==> src/rtl/serial_channel_pkg.sv <==
/*
  package for the serial channel: register map, field positions, reset
  values and coding enumerations. assumes a 32-bit axi4-lite register bus.
*/
package serial_channel_pkg;
  // ----------------------------------------------------------------
  // register byte offsets
  // ----------------------------------------------------------------
  localparam logic [7:0] ADDR_DATA = 8'h00;
  localparam logic [7:0] ADDR_STATUS = 8'h04;
  localparam logic [7:0] ADDR_SPECIAL = 8'h08;
  localparam logic [7:0] ADDR_MODE = 8'h0c;
  localparam logic [7:0] ADDR_REG7 = 8'h1c;
  localparam logic [7:0] ADDR_EXT_RB = 8'h38;
  localparam logic [7:0] ADDR_EXT_CTRL = 8'h3c;
  localparam logic [7:0] ADDR_MODE_RB = 8'h24;
  // ----------------------------------------------------------------
  // fields
  // ----------------------------------------------------------------
  localparam int XF_READ_EN = 6;
  localparam int XF_TX_LEVEL = 5;
  localparam int XF_RX_LEVEL = 3;
  localparam int ST_RX_AVAIL = 0;
  localparam int ST_TX_EMPTY = 2;
  localparam int EC_EXT_ACCESS = 0;
  localparam logic [7:0] XF_RESET = 8'h20;
  localparam logic [7:0] MODE_RESET = 8'h00;
  localparam logic [7:0] SYNC_RESET = 8'h00;
  localparam logic [7:0] EC_RESET = 8'h00;
  localparam logic [3:0] TX_DEPTH = 4'h4;
  localparam logic [3:0] RX_DEPTH = 4'h8;
  localparam logic [3:0] RX_HALF = 4'h4;
  localparam logic [4:0] DIV_NRZI = 5'h1f;
  localparam logic [4:0] DIV_BIPH = 5'h0f;
  localparam logic [4:0] CNT_NOM_CENTRE = 5'h0f;
  localparam logic [4:0] WIN_LO = 5'h0c;
  localparam logic [4:0] WIN_HI = 5'h13;
  localparam logic [1:0] RESP_OKAY = 2'b00;
  localparam logic [1:0] RESP_SLVERR = 2'b10;

  typedef enum logic [1:0] {
    CODE_NRZ = 2'b00,
    CODE_NRZI = 2'b01,
    CODE_MARK = 2'b10,
    CODE_SPACE = 2'b11
  } coding_t;

  typedef enum logic [1:0] {
    LB_NORMAL = 2'b00,
    LB_ECHO = 2'b01,
    LB_LOCAL = 2'b10
  } loop_t;
endpackage : serial_channel_pkg

==> src/rtl/byte_fifo_mem.sv <==
/*
  small byte memory used by the channel fifos; registered read data.
  assumes one write and one read port on aclk.
*/
`timescale 1ns/100ps
module byte_fifo_mem #(
  parameter int AW = 3
) (
  input wire logic aclk,
  input wire logic we,
  input wire logic [AW-1:0] waddr,
  input wire logic [7:0] wdata,
  input wire logic [AW-1:0] raddr,
  output logic [7:0] rdata
);
  logic [7:0] mem [0:(1<<AW)-1];

  always_ff @(posedge aclk) begin
    if (we) begin
      mem[waddr] <= wdata;
    end
    rdata <= mem[raddr];
  end
endmodule : byte_fifo_mem

==> src/rtl/serial_channel.sv <==
/*
  one serial channel: clock recovery loop, line coding, echo and loopback,
  4-byte transmit and 8-byte receive fifos, extended feature register.
  assumes an axi4-lite master, pins already resolved to plain signals.
*/
// Our own choices: the register offsets and register access over AXI4-Lite.
`timescale 1ns/100ps
module serial_channel
  import serial_channel_pkg::*;
(
  input wire logic aclk,
  input wire logic aresetn,
  input wire logic [7:0] s_axi_awaddr,
  input wire logic s_axi_awvalid,
  output logic s_axi_awready,
  input wire logic [31:0] s_axi_wdata,
  input wire logic [3:0] s_axi_wstrb,
  input wire logic s_axi_wvalid,
  output logic s_axi_wready,
  output logic [1:0] s_axi_bresp,
  output logic s_axi_bvalid,
  input wire logic s_axi_bready,
  input wire logic [7:0] s_axi_araddr,
  input wire logic s_axi_arvalid,
  output logic s_axi_arready,
  output logic [31:0] s_axi_rdata,
  output logic [1:0] s_axi_rresp,
  output logic s_axi_rvalid,
  input wire logic s_axi_rready,
  input wire logic shared_clock_input_pin,
  input wire logic baud_clock,
  input wire logic serial_in_pin,
  input wire logic rx_special_in,
  output logic serial_out_pin,
  output logic clock_io_pin_o,
  output logic clock_io_pin_oe,
  output logic tx_request,
  output logic rx_request,
  output logic tx_empty_irq,
  output logic rx_avail_irq,
  output logic special_irq
);
  // ----------------------------------------------------------------
  // input synchronisers
  // ----------------------------------------------------------------
  logic [3:0] meta_q;
  logic [3:0] sync_q;
  always_ff @(posedge aclk) begin
    meta_q <= {rx_special_in, serial_in_pin, baud_clock, shared_clock_input_pin};
    sync_q <= meta_q;
  end
  wire pin_clk_s = sync_q[0];
  wire brg_s = sync_q[1];
  wire rxd_s = sync_q[2];
  wire spec_s = sync_q[3];

  // ----------------------------------------------------------------
  // registers
  // ----------------------------------------------------------------
  logic [7:0] xf_q;
  logic [7:0] sync_char_q;
  logic [7:0] ext_ctrl_q;
  logic [7:0] mode_q;
  // mode: [1:0] coding, [3:2] loop, [4] loop src baud, [5] clock pin out,
  // [6] tx request en, [7] rx request en
  wire coding_t coding = coding_t'(mode_q[1:0]);
  wire loop_t loop_mode = loop_t'(mode_q[3:2]);
  wire src_baud = mode_q[4];
  wire clk_out_en = mode_q[5];
  wire txreq_en = mode_q[6];
  wire rxreq_en = mode_q[7];

  // ----------------------------------------------------------------
  // axi write path
  // ----------------------------------------------------------------
  logic aw_have_q;
  logic w_have_q;
  logic [7:0] awaddr_q;
  logic [31:0] wdata_q;
  logic [3:0] wstrb_q;
  wire aw_take = s_axi_awvalid && s_axi_awready;
  wire w_take = s_axi_wvalid && s_axi_wready;
  wire do_write = aw_have_q && w_have_q && !s_axi_bvalid;
  wire wr_lane0 = wstrb_q[0];
  wire wr_data = do_write && awaddr_q == ADDR_DATA && wr_lane0;
  wire wr_mode = do_write && awaddr_q == ADDR_MODE && wr_lane0;
  wire wr_reg7 = do_write && awaddr_q == ADDR_REG7 && wr_lane0;
  wire wr_ectl = do_write && awaddr_q == ADDR_EXT_CTRL && wr_lane0;
  wire wr_known = awaddr_q == ADDR_DATA || awaddr_q == ADDR_MODE || awaddr_q == ADDR_REG7 ||
                  awaddr_q == ADDR_EXT_CTRL;
  wire wr_xf = wr_reg7 && ext_ctrl_q[EC_EXT_ACCESS];
  wire wr_sync = wr_reg7 && !ext_ctrl_q[EC_EXT_ACCESS];

  always_ff @(posedge aclk) begin
    if (!aresetn) begin
      aw_have_q <= 1'b0;
      w_have_q <= 1'b0;
      awaddr_q <= 8'h00;
      wdata_q <= 32'h0;
      wstrb_q <= 4'h0;
      s_axi_bvalid <= 1'b0;
      s_axi_bresp <= RESP_OKAY;
      s_axi_awready <= 1'b1;
      s_axi_wready <= 1'b1;
    end else begin
      // readies kept in flops, low from take until the response is gone
      if (aw_take) begin
        aw_have_q <= 1'b1;
        awaddr_q <= s_axi_awaddr;
        s_axi_awready <= 1'b0;
      end
      if (w_take) begin
        w_have_q <= 1'b1;
        wdata_q <= s_axi_wdata;
        wstrb_q <= s_axi_wstrb;
        s_axi_wready <= 1'b0;
      end
      if (do_write) begin
        aw_have_q <= 1'b0;
        w_have_q <= 1'b0;
        s_axi_bvalid <= 1'b1;
        s_axi_bresp <= wr_known ? RESP_OKAY : RESP_SLVERR;
      end else if (s_axi_bvalid && s_axi_bready) begin
        s_axi_bvalid <= 1'b0;
        s_axi_awready <= 1'b1;
        s_axi_wready <= 1'b1;
      end
    end
  end

  always_ff @(posedge aclk) begin
    if (!aresetn) begin
      xf_q <= XF_RESET;
      sync_char_q <= SYNC_RESET;
      ext_ctrl_q <= EC_RESET;
      mode_q <= MODE_RESET;
    end else begin
      if (wr_xf) begin
        xf_q <= wdata_q[7:0];
      end
      if (wr_sync) begin
        sync_char_q <= wdata_q[7:0];
      end
      if (wr_ectl) begin
        ext_ctrl_q <= wdata_q[7:0];
      end
      if (wr_mode) begin
        mode_q <= wdata_q[7:0];
      end
    end
  end

  // ----------------------------------------------------------------
  // transmit fifo
  // ----------------------------------------------------------------
  // always active, flushed by reset
  logic [1:0] tx_wp_q;
  logic [1:0] tx_rp_q;
  logic [2:0] tx_cnt_q;
  logic [7:0] tx_head;
  logic [7:0] tx_shift_q;
  logic [3:0] tx_bits_q;
  logic bit_tick;
  logic mid_tick;
  wire tx_full = tx_cnt_q == 3'(TX_DEPTH);
  wire tx_push = wr_data && !tx_full;
  wire tx_load = bit_tick && tx_bits_q == 4'h0 && tx_cnt_q != 3'h0;
  wire tx_pop = tx_load;
  wire tx_top_empty = !tx_full;
  byte_fifo_mem #(.AW(2)) u_tx_mem (
    .aclk(aclk),
    .we(tx_push),
    .waddr(tx_wp_q),
    .wdata(wdata_q[7:0]),
    .raddr(tx_rp_q),
    .rdata(tx_head)
  );
  always_ff @(posedge aclk) begin
    if (!aresetn) begin
      tx_wp_q <= 2'h0;
      tx_rp_q <= 2'h0;
      tx_cnt_q <= 3'h0;
    end else begin
      tx_wp_q <= tx_wp_q + 2'(tx_push);
      tx_rp_q <= tx_rp_q + 2'(tx_pop);
      tx_cnt_q <= tx_cnt_q + 3'(tx_push) - 3'(tx_pop);
    end
  end

  // ----------------------------------------------------------------
  // clock recovery loop
  // ----------------------------------------------------------------
  // source select
  wire src_lvl = src_baud ? brg_s : pin_clk_s;
  logic txd_q;
  logic src_prev_q;
  logic rxd_prev_q;
  logic [4:0] cnt_q;
  logic [4:0] adj_q;
  logic out_clk_q;
  wire src_tick = src_lvl && !src_prev_q;
  wire biphase = coding == CODE_MARK || coding == CODE_SPACE;
  // in local loopback, internal transmit data feeds the receiver
  wire line_in = loop_mode == LB_LOCAL ? txd_q : rxd_s;
  wire rx_edge = line_in != rxd_prev_q;
  wire [4:0] div_top = biphase ? DIV_BIPH : DIV_NRZI;
  wire in_win = cnt_q >= WIN_LO && cnt_q <= WIN_HI;
  always_ff @(posedge aclk) begin
    if (!aresetn) begin
      src_prev_q <= 1'b0;
      rxd_prev_q <= 1'b1;
      cnt_q <= 5'h00;
      adj_q <= 5'h00;
      out_clk_q <= 1'b0;
    end else begin
      src_prev_q <= src_lvl;
      rxd_prev_q <= line_in;
      if (src_tick) begin
        if (!biphase && cnt_q == DIV_NRZI) begin
          cnt_q <= adj_q;
          adj_q <= 5'h00;
        end else begin
          cnt_q <= cnt_q + 5'h01;
        end
        if ((cnt_q & div_top) == div_top) begin
          out_clk_q <= ~out_clk_q;
        end
      end
      if (rx_edge && !biphase && src_tick) begin
        adj_q <= cnt_q > CNT_NOM_CENTRE ? 5'h01 : 5'h1f;
      end
      if (rx_edge && biphase && in_win) begin
        cnt_q <= 5'h10;
      end
    end
  end
  assign bit_tick = src_tick && ((cnt_q & div_top) == div_top);
  assign mid_tick = src_tick && ((cnt_q & div_top) == (div_top >> 1));

  // ----------------------------------------------------------------
  // transmitter and line coding
  // ----------------------------------------------------------------
  wire cur_bit = tx_shift_q[0];
  always_ff @(posedge aclk) begin
    if (!aresetn) begin
      tx_shift_q <= 8'hff;
      tx_bits_q <= 4'h0;
      txd_q <= 1'b1;
    end else begin
      if (tx_load) begin
        tx_shift_q <= tx_head;
        tx_bits_q <= 4'h8;
      end else if (bit_tick && tx_bits_q != 4'h0) begin
        tx_shift_q <= {1'b1, tx_shift_q[7:1]};
        tx_bits_q <= tx_bits_q - 4'h1;
      end
      if (bit_tick) begin
        case (coding)
          CODE_NRZ: txd_q <= cur_bit;
          CODE_NRZI: txd_q <= cur_bit ? txd_q : ~txd_q;
          default: txd_q <= ~txd_q;
        endcase
      end else if (mid_tick) begin
        // mark mid for one, space mid for zero
        if ((coding == CODE_MARK && cur_bit) || (coding == CODE_SPACE && !cur_bit)) begin
          txd_q <= ~txd_q;
        end
      end
    end
  end

  // ----------------------------------------------------------------
  // receiver and receive fifo
  // ----------------------------------------------------------------
  logic [7:0] rx_shift_q;
  logic [3:0] rx_bits_q;
  logic [2:0] rx_wp_q;
  logic [2:0] rx_rp_q;
  logic [3:0] rx_cnt_q;
  logic [7:0] rx_special_q;
  logic [7:0] rx_head;
  logic prev_bit_q;
  // biphase receiver samples on mid_tick: level is the bit inverted; nrz and nrzi sample on bit_tick
  wire samp = biphase ? mid_tick : bit_tick;
  wire rx_bit = coding == CODE_NRZI ? (line_in == prev_bit_q) : (biphase ? ~line_in : line_in);
  wire rx_done = samp && rx_bits_q == 4'h7;
  wire rx_push = rx_done && rx_cnt_q != RX_DEPTH;
  wire rd_data = s_axi_arvalid && s_axi_arready && s_axi_araddr == ADDR_DATA;
  wire rx_pop = rd_data && rx_cnt_q != 4'h0;
  byte_fifo_mem #(.AW(3)) u_rx_mem (
    .aclk(aclk),
    .we(rx_push),
    .waddr(rx_wp_q),
    .wdata({rx_bit, rx_shift_q[7:1]}),
    .raddr(rx_rp_q),
    .rdata(rx_head)
  );
  always_ff @(posedge aclk) begin
    if (!aresetn) begin
      rx_shift_q <= 8'h00;
      rx_bits_q <= 4'h0;
      rx_wp_q <= 3'h0;
      rx_rp_q <= 3'h0;
      rx_cnt_q <= 4'h0;
      rx_special_q <= 8'h00;
      prev_bit_q <= 1'b1;
    end else begin
      if (samp) begin
        rx_shift_q <= {rx_bit, rx_shift_q[7:1]};
        rx_bits_q <= rx_done ? 4'h0 : rx_bits_q + 4'h1;
        prev_bit_q <= line_in;
      end
      rx_wp_q <= rx_wp_q + 3'(rx_push);
      rx_rp_q <= rx_rp_q + 3'(rx_pop);
      rx_cnt_q <= rx_cnt_q + 4'(rx_push) - 4'(rx_pop);
      if (rx_push) begin
        rx_special_q[rx_wp_q] <= spec_s;
      end
    end
  end

  // ----------------------------------------------------------------
  // requests and level flags
  // ----------------------------------------------------------------
  // special byte within top four
  logic spec_top4;
  always_comb begin
    spec_top4 = 1'b0;
    for (int i = 0; i < 4; i++) begin
      if (4'(i) < rx_cnt_q && rx_special_q[3'(rx_rp_q + 3'(i))]) begin
        spec_top4 = 1'b1;
      end
    end
  end
  wire echo_mode = loop_mode == LB_ECHO;
  // level one: tx only when fifo empty, rx from half full
  wire tx_irq_d = xf_q[XF_TX_LEVEL] ? tx_cnt_q == 3'h0 : tx_top_empty;
  wire rx_irq_d = xf_q[XF_RX_LEVEL] ? rx_cnt_q >= RX_HALF : rx_cnt_q != 4'h0;
  always_ff @(posedge aclk) begin
    if (!aresetn) begin
      tx_request <= 1'b0;
      rx_request <= 1'b0;
      tx_empty_irq <= 1'b0;
      rx_avail_irq <= 1'b0;
      special_irq <= 1'b0;
      serial_out_pin <= 1'b1;
      clock_io_pin_o <= 1'b0;
      clock_io_pin_oe <= 1'b0;
    end else begin
      tx_request <= txreq_en && tx_irq_d && !wr_data && !tx_push;
      // drop for one cycle after each read of the data register
      rx_request <= rxreq_en && rx_cnt_q != 4'h0 && !rx_pop && !rd_data;
      tx_empty_irq <= tx_irq_d;
      rx_avail_irq <= rx_irq_d;
      special_irq <= spec_top4;
      serial_out_pin <= (echo_mode || loop_mode == LB_LOCAL) ? rxd_s : txd_q;
      clock_io_pin_o <= out_clk_q;
      clock_io_pin_oe <= clk_out_en;
    end
  end

  // ----------------------------------------------------------------
  // axi read path
  // ----------------------------------------------------------------
  // readback gated by read enable
  wire xrd = xf_q[XF_READ_EN];
  logic [7:0] rd_byte;
  logic rd_ok;
  always_comb begin
    rd_ok = 1'b1;
    case (s_axi_araddr)
      ADDR_DATA: rd_byte = rx_head;
      ADDR_STATUS: rd_byte = {5'h00, tx_top_empty, 1'b0, rx_cnt_q != 4'h0};
      ADDR_SPECIAL: rd_byte = {7'h00, rx_cnt_q != 4'h0 && rx_special_q[rx_rp_q]};
      ADDR_EXT_RB: rd_byte = xrd ? xf_q : 8'h00;
      ADDR_MODE_RB: rd_byte = xrd ? mode_q : 8'h00;
      ADDR_EXT_CTRL: rd_byte = ext_ctrl_q;
      default: begin
        rd_byte = 8'h00;
        rd_ok = 1'b0;
      end
    endcase
  end
  always_ff @(posedge aclk) begin
    if (!aresetn) begin
      s_axi_rvalid <= 1'b0;
      s_axi_rdata <= 32'h0;
      s_axi_rresp <= RESP_OKAY;
      s_axi_arready <= 1'b1;
    end else if (s_axi_arvalid && s_axi_arready) begin
      s_axi_rvalid <= 1'b1;
      s_axi_rdata <= {24'h0, rd_byte};
      s_axi_rresp <= rd_ok ? RESP_OKAY : RESP_SLVERR;
      s_axi_arready <= 1'b0;
    end else if (s_axi_rready) begin
      s_axi_rvalid <= 1'b0;
      s_axi_arready <= 1'b1;
    end
  end
endmodule : serial_channel

==> config.mk <==
export PLATFORM = sky130hd
export DESIGN_NAME = serial_channel
export DESIGN_NICKNAME = d
export VERILOG_FILES = /design/src/rtl/serial_channel_pkg.sv /design/src/rtl/byte_fifo_mem.sv /design/src/rtl/serial_channel.sv
export SDC_FILE = /design/constraint.sdc
export NUM_CORES = 1
export LEC_CHECK = 0
export CELL_PAD_IN_SITES_DETAIL_PLACEMENT = 0
export CELL_PAD_IN_SITES_GLOBAL_PLACEMENT = 1
export CORE_ASPECT_RATIO = 0.7
export CORE_MARGIN = 5
export CORE_UTILIZATION = 50
export CTS_CLUSTER_SIZE = 12
export DETAILED_ROUTE_END_ITERATION = 12
export DONT_BUFFER_PORTS = 1
export GPL_TIMING_DRIVEN = 0
export PLACE_DENSITY_LB_ADDON = 0.1
export SLEW_MARGIN = 20
export SYNTH_ARGS = -nofsm -noshare
export SYNTH_HDL_FRONTEND = slang
export SYNTH_SLANG_ARGS = --single-unit
==> constraint.sdc <==
create_clock -name aclk -period 4.5 [get_ports aclk]
set_clock_uncertainty 0.15 [all_clocks]
set_input_delay 0.675 -clock aclk [delete_from_list [all_inputs] [get_ports aclk]]
set_output_delay 0.675 -clock aclk [all_outputs]
set_load 0.03 [all_outputs]
======== Word level (Yosys, flattened, before mapping) ========
Memory sizes are Yosys's and may differ from the RTL's. A register that Yosys moved wholly into a read port is not among the register bits.
Index checks and enable logic that the tools add are counted.
operators by class
  bitwise operators ....................... 5
  $lt $le $gt $ge ......................... 14
  reduce and logical (&&, ||, !) cells .... 84
  multiplexer cells ....................... 63
  equality and inequality tests ........... 22
  add/subtract/negate cells ............... 14
operator list
  operator             count
  $pmux 8 s6           1
  $logic_and 1x1->1    46
  $mux 5               8
  $mux 1               38
  $eq 8x6->1 const B   4
  $mux 8               4
  $lt 3x4->1 const B   5
  $eq 8x4->1 const B   2
  $logic_not 8->1      2
  $reduce_bool 2->1    8
  $bmux 1 s3           4
  $mux 4               3
  $add 3x1->3          3
  $logic_not 1->1      9
  $bwmux 8             1
  $eq 8x3->1 const B   1
  $eq 8x5->1 const B   1
  $lt 1x4->1 const A   2
  $lt 2x4->1 const A   2
  $reduce_bool 4->1    2
  $add 3x2->3 const B  2
  $eq 2x2->1 const B   3
  $logic_or 1x1->1     6
  $reduce_or 2->1      3
  other kinds (35)     42
word-level totals
  bits of input ports ..................... 63
  memories kept ........................... 2
  bits in writable memories ............... 96
  flip-flop bits (word level) ............. 140
  output and inout port bits .............. 49
  word-level logic and storage cells ...... 250
memories
  memory        words  width  read ports  clocked after Yosys merged registers in  wr ports  line                 RTL
  u_rx_mem.mem  8      8      1           1                                        1         byte_fifo_mem.sv:16  logic [7:0] mem [0:(1<<AW)-1];
  u_tx_mem.mem  4      8      1           1                                        1         byte_fifo_mem.sv:16

======== Longest topological paths before layout ========
Gate-level depths: netlist of run 1.
  word-level depth ........................ 11
  depth in mapped cells ................... 13
  mapped depth without buffers ............ 12

======== Hierarchy ========
Synthesis of run 1 repeated with hierarchy kept, for this count alone.
unflattened totals
  cell total of the unflattened synthesis .. 857
  area total of the unflattened synthesis .. 10352.4 µm²
by module, submodules not included
  module                    area each (µm²)  cells an instance  times used  seq. area each (µm²)
  serial_channel            6312.3           689                1           2682.6
  byte_fifo_mem (u_rx_mem)  2691.3           114                1           2082.0
  byte_fifo_mem (u_tx_mem)  1348.8           54                 1           1121.1

======== Least setup slack after synthesis of run 1 ========
Ideal clock, no wire load.
  path kind ............................... input-to-reg
  start ................................... input port s_axi_araddr[1]
  end ..................................... register rx_cnt_q[1]
  buffers on the path ..................... 1
  stages .................................. 9
  data required time ...................... 4.235 ns
  setup time .............................. 0.115 ns
  setup slack ............................. 1.053 ns
  data arrival time ....................... 3.182 ns
  path through ............................ or4_1 -> buf_2 -> or4_1 -> nor4_1 -> ha_1 -> inv_1 -> ha_1 -> fa_1 -> and2_1
between the ends
  longest elaborated chain between the ends .. 4
RTL lines
  item                  line                   RTL
  start, declared       serial_channel.sv:23   input wire logic [7:0] s_axi_araddr,
  $logic_not 8->1       serial_channel.sv:288  wire rd_data = s_axi_arvalid && s_axi_arready && s_axi_araddr == ADDR_DATA;
  $logic_and 1x1->1     serial_channel.sv:288
  $logic_and 1x1->1     serial_channel.sv:289  wire rx_pop = rd_data && rx_cnt_q != 4'h0;
  $sub 4x1->4           serial_channel.sv:315  rx_cnt_q <= rx_cnt_q + 4'(rx_push) - 4'(rx_pop);
  end signal, assigned  serial_channel.sv:315
  end, declared         serial_channel.sv:279  logic [3:0] rx_cnt_q;
No other way between the ends.
A chain may end at the register's enable or synchronous reset.

======== Worst setup path in the final report of run 1 ========
  start ................................... register rx_rp_q[1]
  end ..................................... register special_irq
between the ends
  longest elaborated chain between the ends .. 7
  elaborated cells on any way between the ends .. 19
  those cells by class .................... add/sub (3); mux (12); reduce/logical (4)
RTL lines
  item                                                               line                   RTL
  start, declared                                                    serial_channel.sv:278  logic [2:0] rx_rp_q;
  start signal, assigned                                             serial_channel.sv:314  rx_rp_q <= rx_rp_q + 3'(rx_pop);
  $add 3x1->3 or $bmux 1 s3 (tied branches)                          serial_channel.sv:330  if (4'(i) < rx_cnt_q && rx_special_q[3'(rx_rp_q + 3'(i))]) begin
  $bmux 1 s3 or $mux 1 (tied branches)                               serial_channel.sv:330
  $mux 1 (not written as such) or $logic_and 1x1->1 (tied branches)  serial_channel.sv:330
  $logic_and 1x1->1 or $mux 1 (tied branches)                        serial_channel.sv:330
  $mux 1 (2 in a row)                                                serial_channel.sv:330
  $mux 1 *                                                           serial_channel.sv:330
  end signal, assigned                                               serial_channel.sv:355  special_irq <= spec_top4;
  end, declared                                                      serial_channel.sv:41   output logic special_irq
Every way passes the cells marked *; elsewhere a longest branch is shown, timed or not. The select of a mux whose other input is x is not followed.

==> results.tsv, run 1 <==
stage	metric	value	unit
outcome	status	complete, no violations	
logic_synthesis	synth.avg_cell_area	12.1	sq um
placement	dpl_worst_slack	0.470	ns
sta	setup_tns	0	ns
grt	grt_start_max_net_pins	14	
sta	relSlewSlack	26.7	%
sta	finalCritPeriodShare	84.3	%
die	die_h	129	microns
worst_hold_path	hold_class	in2reg	
die	die_w	180	microns
grt	grt_overflow	0	
critical_path	cp-endpoint	special_irq$_SDFF_PN0_	
die	ios	112	
pwr	power.density	388	nW/um^2
clock_tree	clock_sinks	246	
flow_run	cap_violations	0	
critical_path	crit_path_end_kind	register	
critical_path	crit_start	rx_rp_q[1]$_SDFF_PN0_	
sta	finalSetupViolations	0	
grt	antenna_found_initial	0	
critical_path	rrSetupSlack	0.71	ns
critical_path	arrival	4.00	ns
clock_tree	post_cts_resized	0	
clock_tree	cts_tree	built	
clock_tree	clkLatencyLatePin	0.52	ns
die	initial_utilization	51.0	%
route	ant_nets	0	
clock_tree	htreeDepth	1	
clock_tree	hold_buffers	0	
clock_tree	path_clk_slew	0.06	ns
cells_and_area	final_cell_mix	dfxtp_1, edfxtp_1, nand2_1	
clock_tree	cts_setup_buffers	0	
pwr	comb_power_share	3.2	%
placement	postPlaceCellArea	10600	sq um
route	wl	23100	microns
sta	report.final.hold_viol_count	0	
sta	slew_viol_final	0	
cells_and_area	num-nets-final	977	
die	core-area	19900	sq um
pwr	p_int	3.43	mW
pwr	p_switching	0.950	mW
clock_tree	cts.path.max_buffers	3	
critical_path	cp-start-kind	register	
placement	numPortBuffers	0	
pwr	switching_share	21.7	%
cells_and_area	area_growth	11.7	%
logic_synthesis	ys_warn_count	0	
pwr	p_seq_share	53.9	%
critical_path	crit_required	4.71	ns
grt	grt_pass1_vias	6460	
die	die_area	23200	sq um
logic_synthesis	yosysSeqAreaShare	58.2	%
sta	fin_ws	0.706	ns
sta	worstMarginPinSlew	1.10	ns
clock_tree	cts_made_buffers	25	
grt	grtUsageTotal	19.7	%
route	dr_total_vias	6494	
cells_and_area	final_area	11300	sq um
pwr	leakage	4.16	nW
logic_synthesis	syn-instance-count	835	
cells_and_area	layout-drive-gt1-share	13.8	%
placement	dpl.hpwl	16600	microns
route	drt_first_pass_iters	5	
pwr	vdd_drop_max	0.000218	V
cells_and_area	layout_commonest_cell	dfxtp_1	
critical_path	path_class	reg2reg	
logic_synthesis	synthArstFlopShare	0	%
grt	grt_pass1_wl	36000	microns
logic_synthesis	synth-main-ff-cell	dfxtp_1	
route	detail_route.vias_per_cell	5.52	
placement	gp_congestion	0.824	
cells_and_area	fin_util	56.9	%
logic_synthesis	ys_types	62	
pwr	clockPowerShare	42.9	%
clock_tree	cts-root-buf	clkbuf_16	
critical_path	timing.rr.end	special_irq$_SDFF_PN0_	
logic_synthesis	synth-seq-cells	246	
route	drtIter0Drc	534	
critical_path	ff2ff_path_depth	9	
sta	rsz0062_at_grt	no	
die	rows	43	
logic_synthesis	synth_edf_count	96	
critical_path	crit_path_max_fanout	10	
route	routedWlPerCell	19.6	microns
route	drc_errors	0	
cells_and_area	fill_cells	1655	
critical_path	r2r-start	rx_rp_q[1]$_SDFF_PN0_	
sta	min_period	3.79	ns
sta	clock.fmax	264	MHz
logic_synthesis	synth_area	10100	sq um
[cell usage after synthesis (all sizes together) (7+ instances only)]
cell type	instances	area [sq um]
and2	16	100
o21ai	25	125
mux2i	51	514
inv	29	109
mux4	30	676
buf	39	255
mux2	12	135
nand3b	7	52.6
nand2b	11	68.8
nand3	18	90.1
a221o	8	80.1
ha	25	313
clkbuf	22	82.6
nor2	67	259
a21oi	38	190
dfxtp	150	3000
nand2	87	327
edfxtp	96	2880
nor3	13	85.1
xnor2	13	114
[per-stage QoR]
| step | power (mW) | std cells | hold slack, ns |
|---|---|---|---|
| after global routing | 4.53 | 1176 | 0.0109 |
| after floorplan | 2.51 | 860 | 0.160 |
| after detailed placement | 2.55 | 1130 | 0.163 |
| after CTS | 4.41 | 1176 | 0.0107 |
| after global placement | 2.54 | 1130 | 0.166 |
| final | 4.38 | 1177 | 0.0313 |
[critical path, stage by stage, from the launching register on]
cell      delay, ns
dfxtp_1        0.44
buf_1          0.65
clkbuf_1       0.69
inv_1          0.14
ha_1           0.23
xnor2_1        0.24
mux2i_1        0.12
or3_1          0.33
a211oi_1       0.47
o31ai_1        0.17
[worst min-delay path by stage]
stage,startpoint,to,cells past startpoint
after detailed placement,meta_q[3]$_DFF_P_,sync_q[3]$_DFF_P_,0
after floorplan,meta_q[0]$_DFF_P_,sync_q[0]$_DFF_P_,0
after CTS,rx_special_in,meta_q[3]$_DFF_P_,0
after global routing,rx_special_in,meta_q[3]$_DFF_P_,0
after global placement,meta_q[2]$_DFF_P_,sync_q[2]$_DFF_P_,0
final,rx_special_in,meta_q[3]$_DFF_P_,0
[power groups by stage]
stage | clock (mW) | sequential, mW | combinational [mW]
floorplan | 0 | 2.40 | 0.112
global placement | 0 | 2.41 | 0.135
detailed placement | 0 | 2.41 | 0.138
CTS | 1.91 | 2.36 | 0.138
global route | 2.01 | 2.36 | 0.153
finish | 1.88 | 2.36 | 0.139
[area by class of cell]
type / instances / area (sq um) / area share, %
Antenna cell: 1 / 2.50 / 0.0221
Clock buffer: 41 / 699 / 6.19
Inverter: 29 / 109 / 0.963
Multi-Input combinational cell: 524 / 3900 / 34.5
Buffer: 61 / 338 / 2.99
Tap cell: 270 / 338 / 2.99
Sequential cell: 246 / 5890 / 52.1
Clock inverter: 5 / 28.8 / 0.255
[flip-flops by register name, summed over array words and instances, names as in the netlist, 5 cells and up]
signal          count
awaddr_q            8
cnt_q               5
ext_ctrl_q          8
mode_q              8
rx_shift_q          7
rx_special_q        8
s_axi_rdata         8
tx_shift_q          8
u_rx_mem.mem       64
u_rx_mem.rdata      8
u_tx_mem.mem       32
u_tx_mem.rdata      8
wdata_q             8
xf_q                8
[layer usage]
metal  part of all wire, %  track usage [%]
met5                     0                0
met4                   1.5             4.09
met3                   6.8             4.10
met2                    43             30.3
met1                    49             29.3
[cell families after synthesis]
kind of cell	count (synthesis)	synth area share, %
muxes	93	13.1
DFF	246	58.2
other	1	0.0371
buffers and inverters	90	4.41
and+or+nand+nor	252	12.2
AOI/OAI and AO/OA	110	7.22
adders and majority gates	27	3.49
xor gates and xnor gates	16	1.38
Note: power is estimated with default switching activity, not from simulation.
==> run 2: changes to the inputs <==
- ABC_AREA: not set -> 1
- CORE_UTILIZATION: 50 -> 48
- clock period: 4.5 -> 3.5 ns (I/O delays scaled with it)
==> run 2 against run 1 <==
Sequential share of layout area decreased by 1.7 points. Synthesized area increased by 2.7%. Setup slack worse by 0.38 ns. Clock power increased by 32%. Critical path depth rose by 4. Maximum frequency grew 20%. Via count rose by 22%. Power increased by 32%. Global-route usage grew 0.89 points. Combinational power rose by 59%. Die area increased by 6.5%. First-iteration DRC count up 15%. Critical path type unchanged. Highest routed layer unchanged.
==> results.tsv, run 2 <==
stage	metric	value	unit	change
outcome	status	complete, no violations		
die	initial_utilization	48.3	%	-2.6 points
critical_path	slowest_stage	fa_1		
sta	relSlewSlack	41.9	%	+15 points
critical_path	path_class	reg2reg		
pwr	leakage	4.97	nW	+20%
placement	numPortBuffers	0		unchanged
placement	post-place-cells	1462		+29%
logic_synthesis	synth.avg_cell_area	9.00	sq um	-26%
route	drtIter0Drc	613		+15%
die	ios	112		unchanged
grt	grt_overflow	0		unchanged
critical_path	max_stage_delay	0.39	ns	-0.30 ns
logic_synthesis	synth_compound_area_share	11.0	%	+3.8 points
cells_and_area	final_cell_mix	nor2_1, nand2_1, dfxtp_1		
cells_and_area	fin_cells	1516		+29%
logic_synthesis	synth_area	10400	sq um	+2.7%
logic_synthesis	synth_top_family_by_area	simple AND/OR/NAND/NOR gates		
clock_tree	cts_setup_buffers	0		unchanged
grt	grt_pass1_wl	40100	microns	+11%
sta	holdWs	0.0191	ns	-0.0123 ns
worst_hold_path	hold_class	in2reg		
cells_and_area	largest_reg_flops	64		unchanged
clock_tree	htreeDepth	1		unchanged
critical_path	cp_common_cell	ha_1		
sta	slew_viol_final	0		unchanged
sta	min_period	3.17	ns	-0.622 ns
die	core-area	21500	sq um	+8.3%
logic_synthesis	syn-instance-count	1155		+38%
critical_path	crit_path_end_kind	register		
logic_synthesis	synth-main-ff-cell	dfxtp_1		
clock_tree	cts_made_buffers	25		unchanged
route	detail_route.vias_per_cell	5.25		-4.9%
pwr	power.total	5.77	mW	+32%
logic_synthesis	yosysSeqAreaShare	56.6	%	-1.5 points
cells_and_area	top_regs	u_rx_mem.mem (64), u_tx_mem.mem (32)		
sta	setup_tns	0	ns	unchanged
grt	grt-busiest-layer	met1		
logic_synthesis	yosysTopAreaCellShare	28.9	%	-0.79 points
route	wl	26000	microns	+13%
sta	report.final.hold_viol_count	0		unchanged
cells_and_area	layout-drive-gt1-share	7.87	%	-5.9 points
die	rows	45		+4.7%
sta	finalCritPeriodShare	90.6	%	+6.3 points
grt	use_met2	26.4	%	-3.9 points
grt	antenna_found_initial	0		unchanged
grt	grt_pass1_vias	7018		+8.6%
logic_synthesis	synth_fa_ha_area_share	3.39	%	-0.092 points
die	die_h	133	microns	+3.2%
route	ant_nets	0		unchanged
flow_run	cap_violations	0		unchanged
die	die_w	186	microns	+3.2%
clock_tree	clkLatencyLatePin	0.53	ns	about the same
grt	grt_use_met1	34.7	%	+5.4 points
logic_synthesis	synth_edf_count	96		unchanged
route	dr_total_vias	7952		+22%
logic_synthesis	synth.most_common_cell	nor2_1		
logic_synthesis	yosysTopAreaCell	dfxtp_1		
critical_path	arrival	3.40	ns	-0.60 ns
pwr	power.density	494	nW/um^2	+27%
logic_synthesis	ys_warn_count	0		unchanged
cells_and_area	num-nets-final	1305		+34%
route	drc_errors	0		unchanged
cells_and_area	layout_commonest_cell	nor2_1		
critical_path	crit_required	3.73	ns	-0.98 ns
clock_tree	clock_sinks	246		unchanged
logic_synthesis	synth_simple_gate_area_share	19.8	%	+7.6 points
grt	grt_use_met3	4.50	%	+0.41 points
clock_tree	cts.path.max_buffers	3		unchanged
logic_synthesis	ys_types	41		-34%
sta	finalSetupViolations	0		unchanged
cells_and_area	largest_register	u_rx_mem.mem		
clock_tree	path_clk_slew	0.06	ns	about the same
placement	dpl.hpwl	19300	microns	+17%
critical_path	crit_path_max_fanout	10		unchanged
logic_synthesis	yosys-top-cells-area	dfxtp_1, edfxtp_1, nor2_1		
grt	grtUsageTotal	20.6	%	+0.89 points
logic_synthesis	synthArstFlopShare	0	%	unchanged
pwr	vdd_drop_max	0.000303	V	+39%
route	drt_first_pass_iters	5		unchanged
logic_synthesis	synthMuxAreaShare	0	%	-13 points
sta	clock.fmax	315	MHz	+20%
critical_path	cp-start-kind	register		
clock_tree	cts_tree	built		
cells_and_area	area_growth	12.3	%	
sta	rsz0062_at_grt	no		
grt	grt_start_max_net_pins	14		unchanged
logic_synthesis	yosys.area_share.xor_xnor	1.18	%	-0.21 points
logic_synthesis	synth-seq-cells	246		unchanged
sta	worstMarginPinSlew	0.869	ns	-0.226 ns
die	die_area	24700	sq um	+6.5%
placement	gp_congestion	0.833		+1.1%
critical_path	path_cells	ha_1, inv_1, nor3_4, nand2_2, nand2_4, buf_2, nand3_1, ha_1, inv_1, ha_1, fa_1, xnor2_1, nor2_1		
route	routedWlPerCell	17.2	microns	-12%
logic_synthesis	ys_top_cells_by_count	nor2_1, nand2_1, dfxtp_1, inv_1, o21ai_0		
clock_tree	cts-root-buf	clkbuf_16		
run 2: critical path, delay by kind of cell (launching register included):
kind                       cells  cell delay, ns
DFF                            1            0.38
buffers and inverters          3            0.43
adders and majority gates      4            1.17
and+or+nand+nor                5            0.72
xor gates and xnor gates       1            0.14
run 2: report_power, final:
part | leakage [nW] | internal (mW) | switching (mW)
logic | 2.37 | 0.0666 | 0.155
clock network | 0.364 | 1.41 | 1.09
registers | 2.24 | 3.00 | 0.0509
run 2: final cells by class:
class                           instances  area (sq um)
Antenna cell                            1          2.50
Buffer                                 67           392
Clock buffer                           43           724
Clock inverter                          2          25.0
Fill cell                            1967          9830
Inverter                              116           435
Multi-Input combinational cell        751          3780
Sequential cell                       246          5890
Tap cell                              282           353
Timing Repair Buffer                    8          80.1
run 2: final timing paths:
check	to	from	cells after the start	slack, ns
max	rx_cnt_q[2]$_SDFF_PN0_	cnt_q[0]$_SDFFE_PP0P_	13	0.33
max reg2reg	rx_cnt_q[2]$_SDFF_PN0_	cnt_q[0]$_SDFFE_PP0P_	13	0.33
min reg2reg	sync_q[0]$_DFF_P_	meta_q[0]$_DFF_P_	0	0.18
min	awaddr_q[3]$_SDFFE_PN0P_	s_axi_awaddr[3]	2	0.02
run 2: metrics by stage:
step / setup WS, ns / cell area (sq um) / utilization (%)
3_5_place_dp: 0.362 / 10800 / 50.4
4_1_cts: 0.336 / 11700 / 54.3
5_1_grt: 0.0860 / 11700 / 54.3
3_3_place_gp: 0.377 / 10800 / 50.4
6_report: 0.327 / 11700 / 54.3
2_1_floorplan: 0.853 / 10500 / -
run 2: cells by family after synthesis:
kind of cell / after synthesis
simple gates: 473
flops: 246
compound gates: 211
buf+inv: 183
fa+ha+maj: 27
xor+xnor: 14
other cells: 1
run 2: per-layer routing:
metal  up-vias  share of wire (%)
li1       3937                  -
met2       279                 37
met4         0                1.6
met5         -                  0
met1      3703                 54
met3        33                7.8
run 2: what timing repair did:
| item | 4_1_cts | 5_1_grt |
|---|---|---|
| hold buffers | 8 | 0 |
| resized for setup | 0 | 0 |
| endpoints found under the hold margin | 10 | 0 |
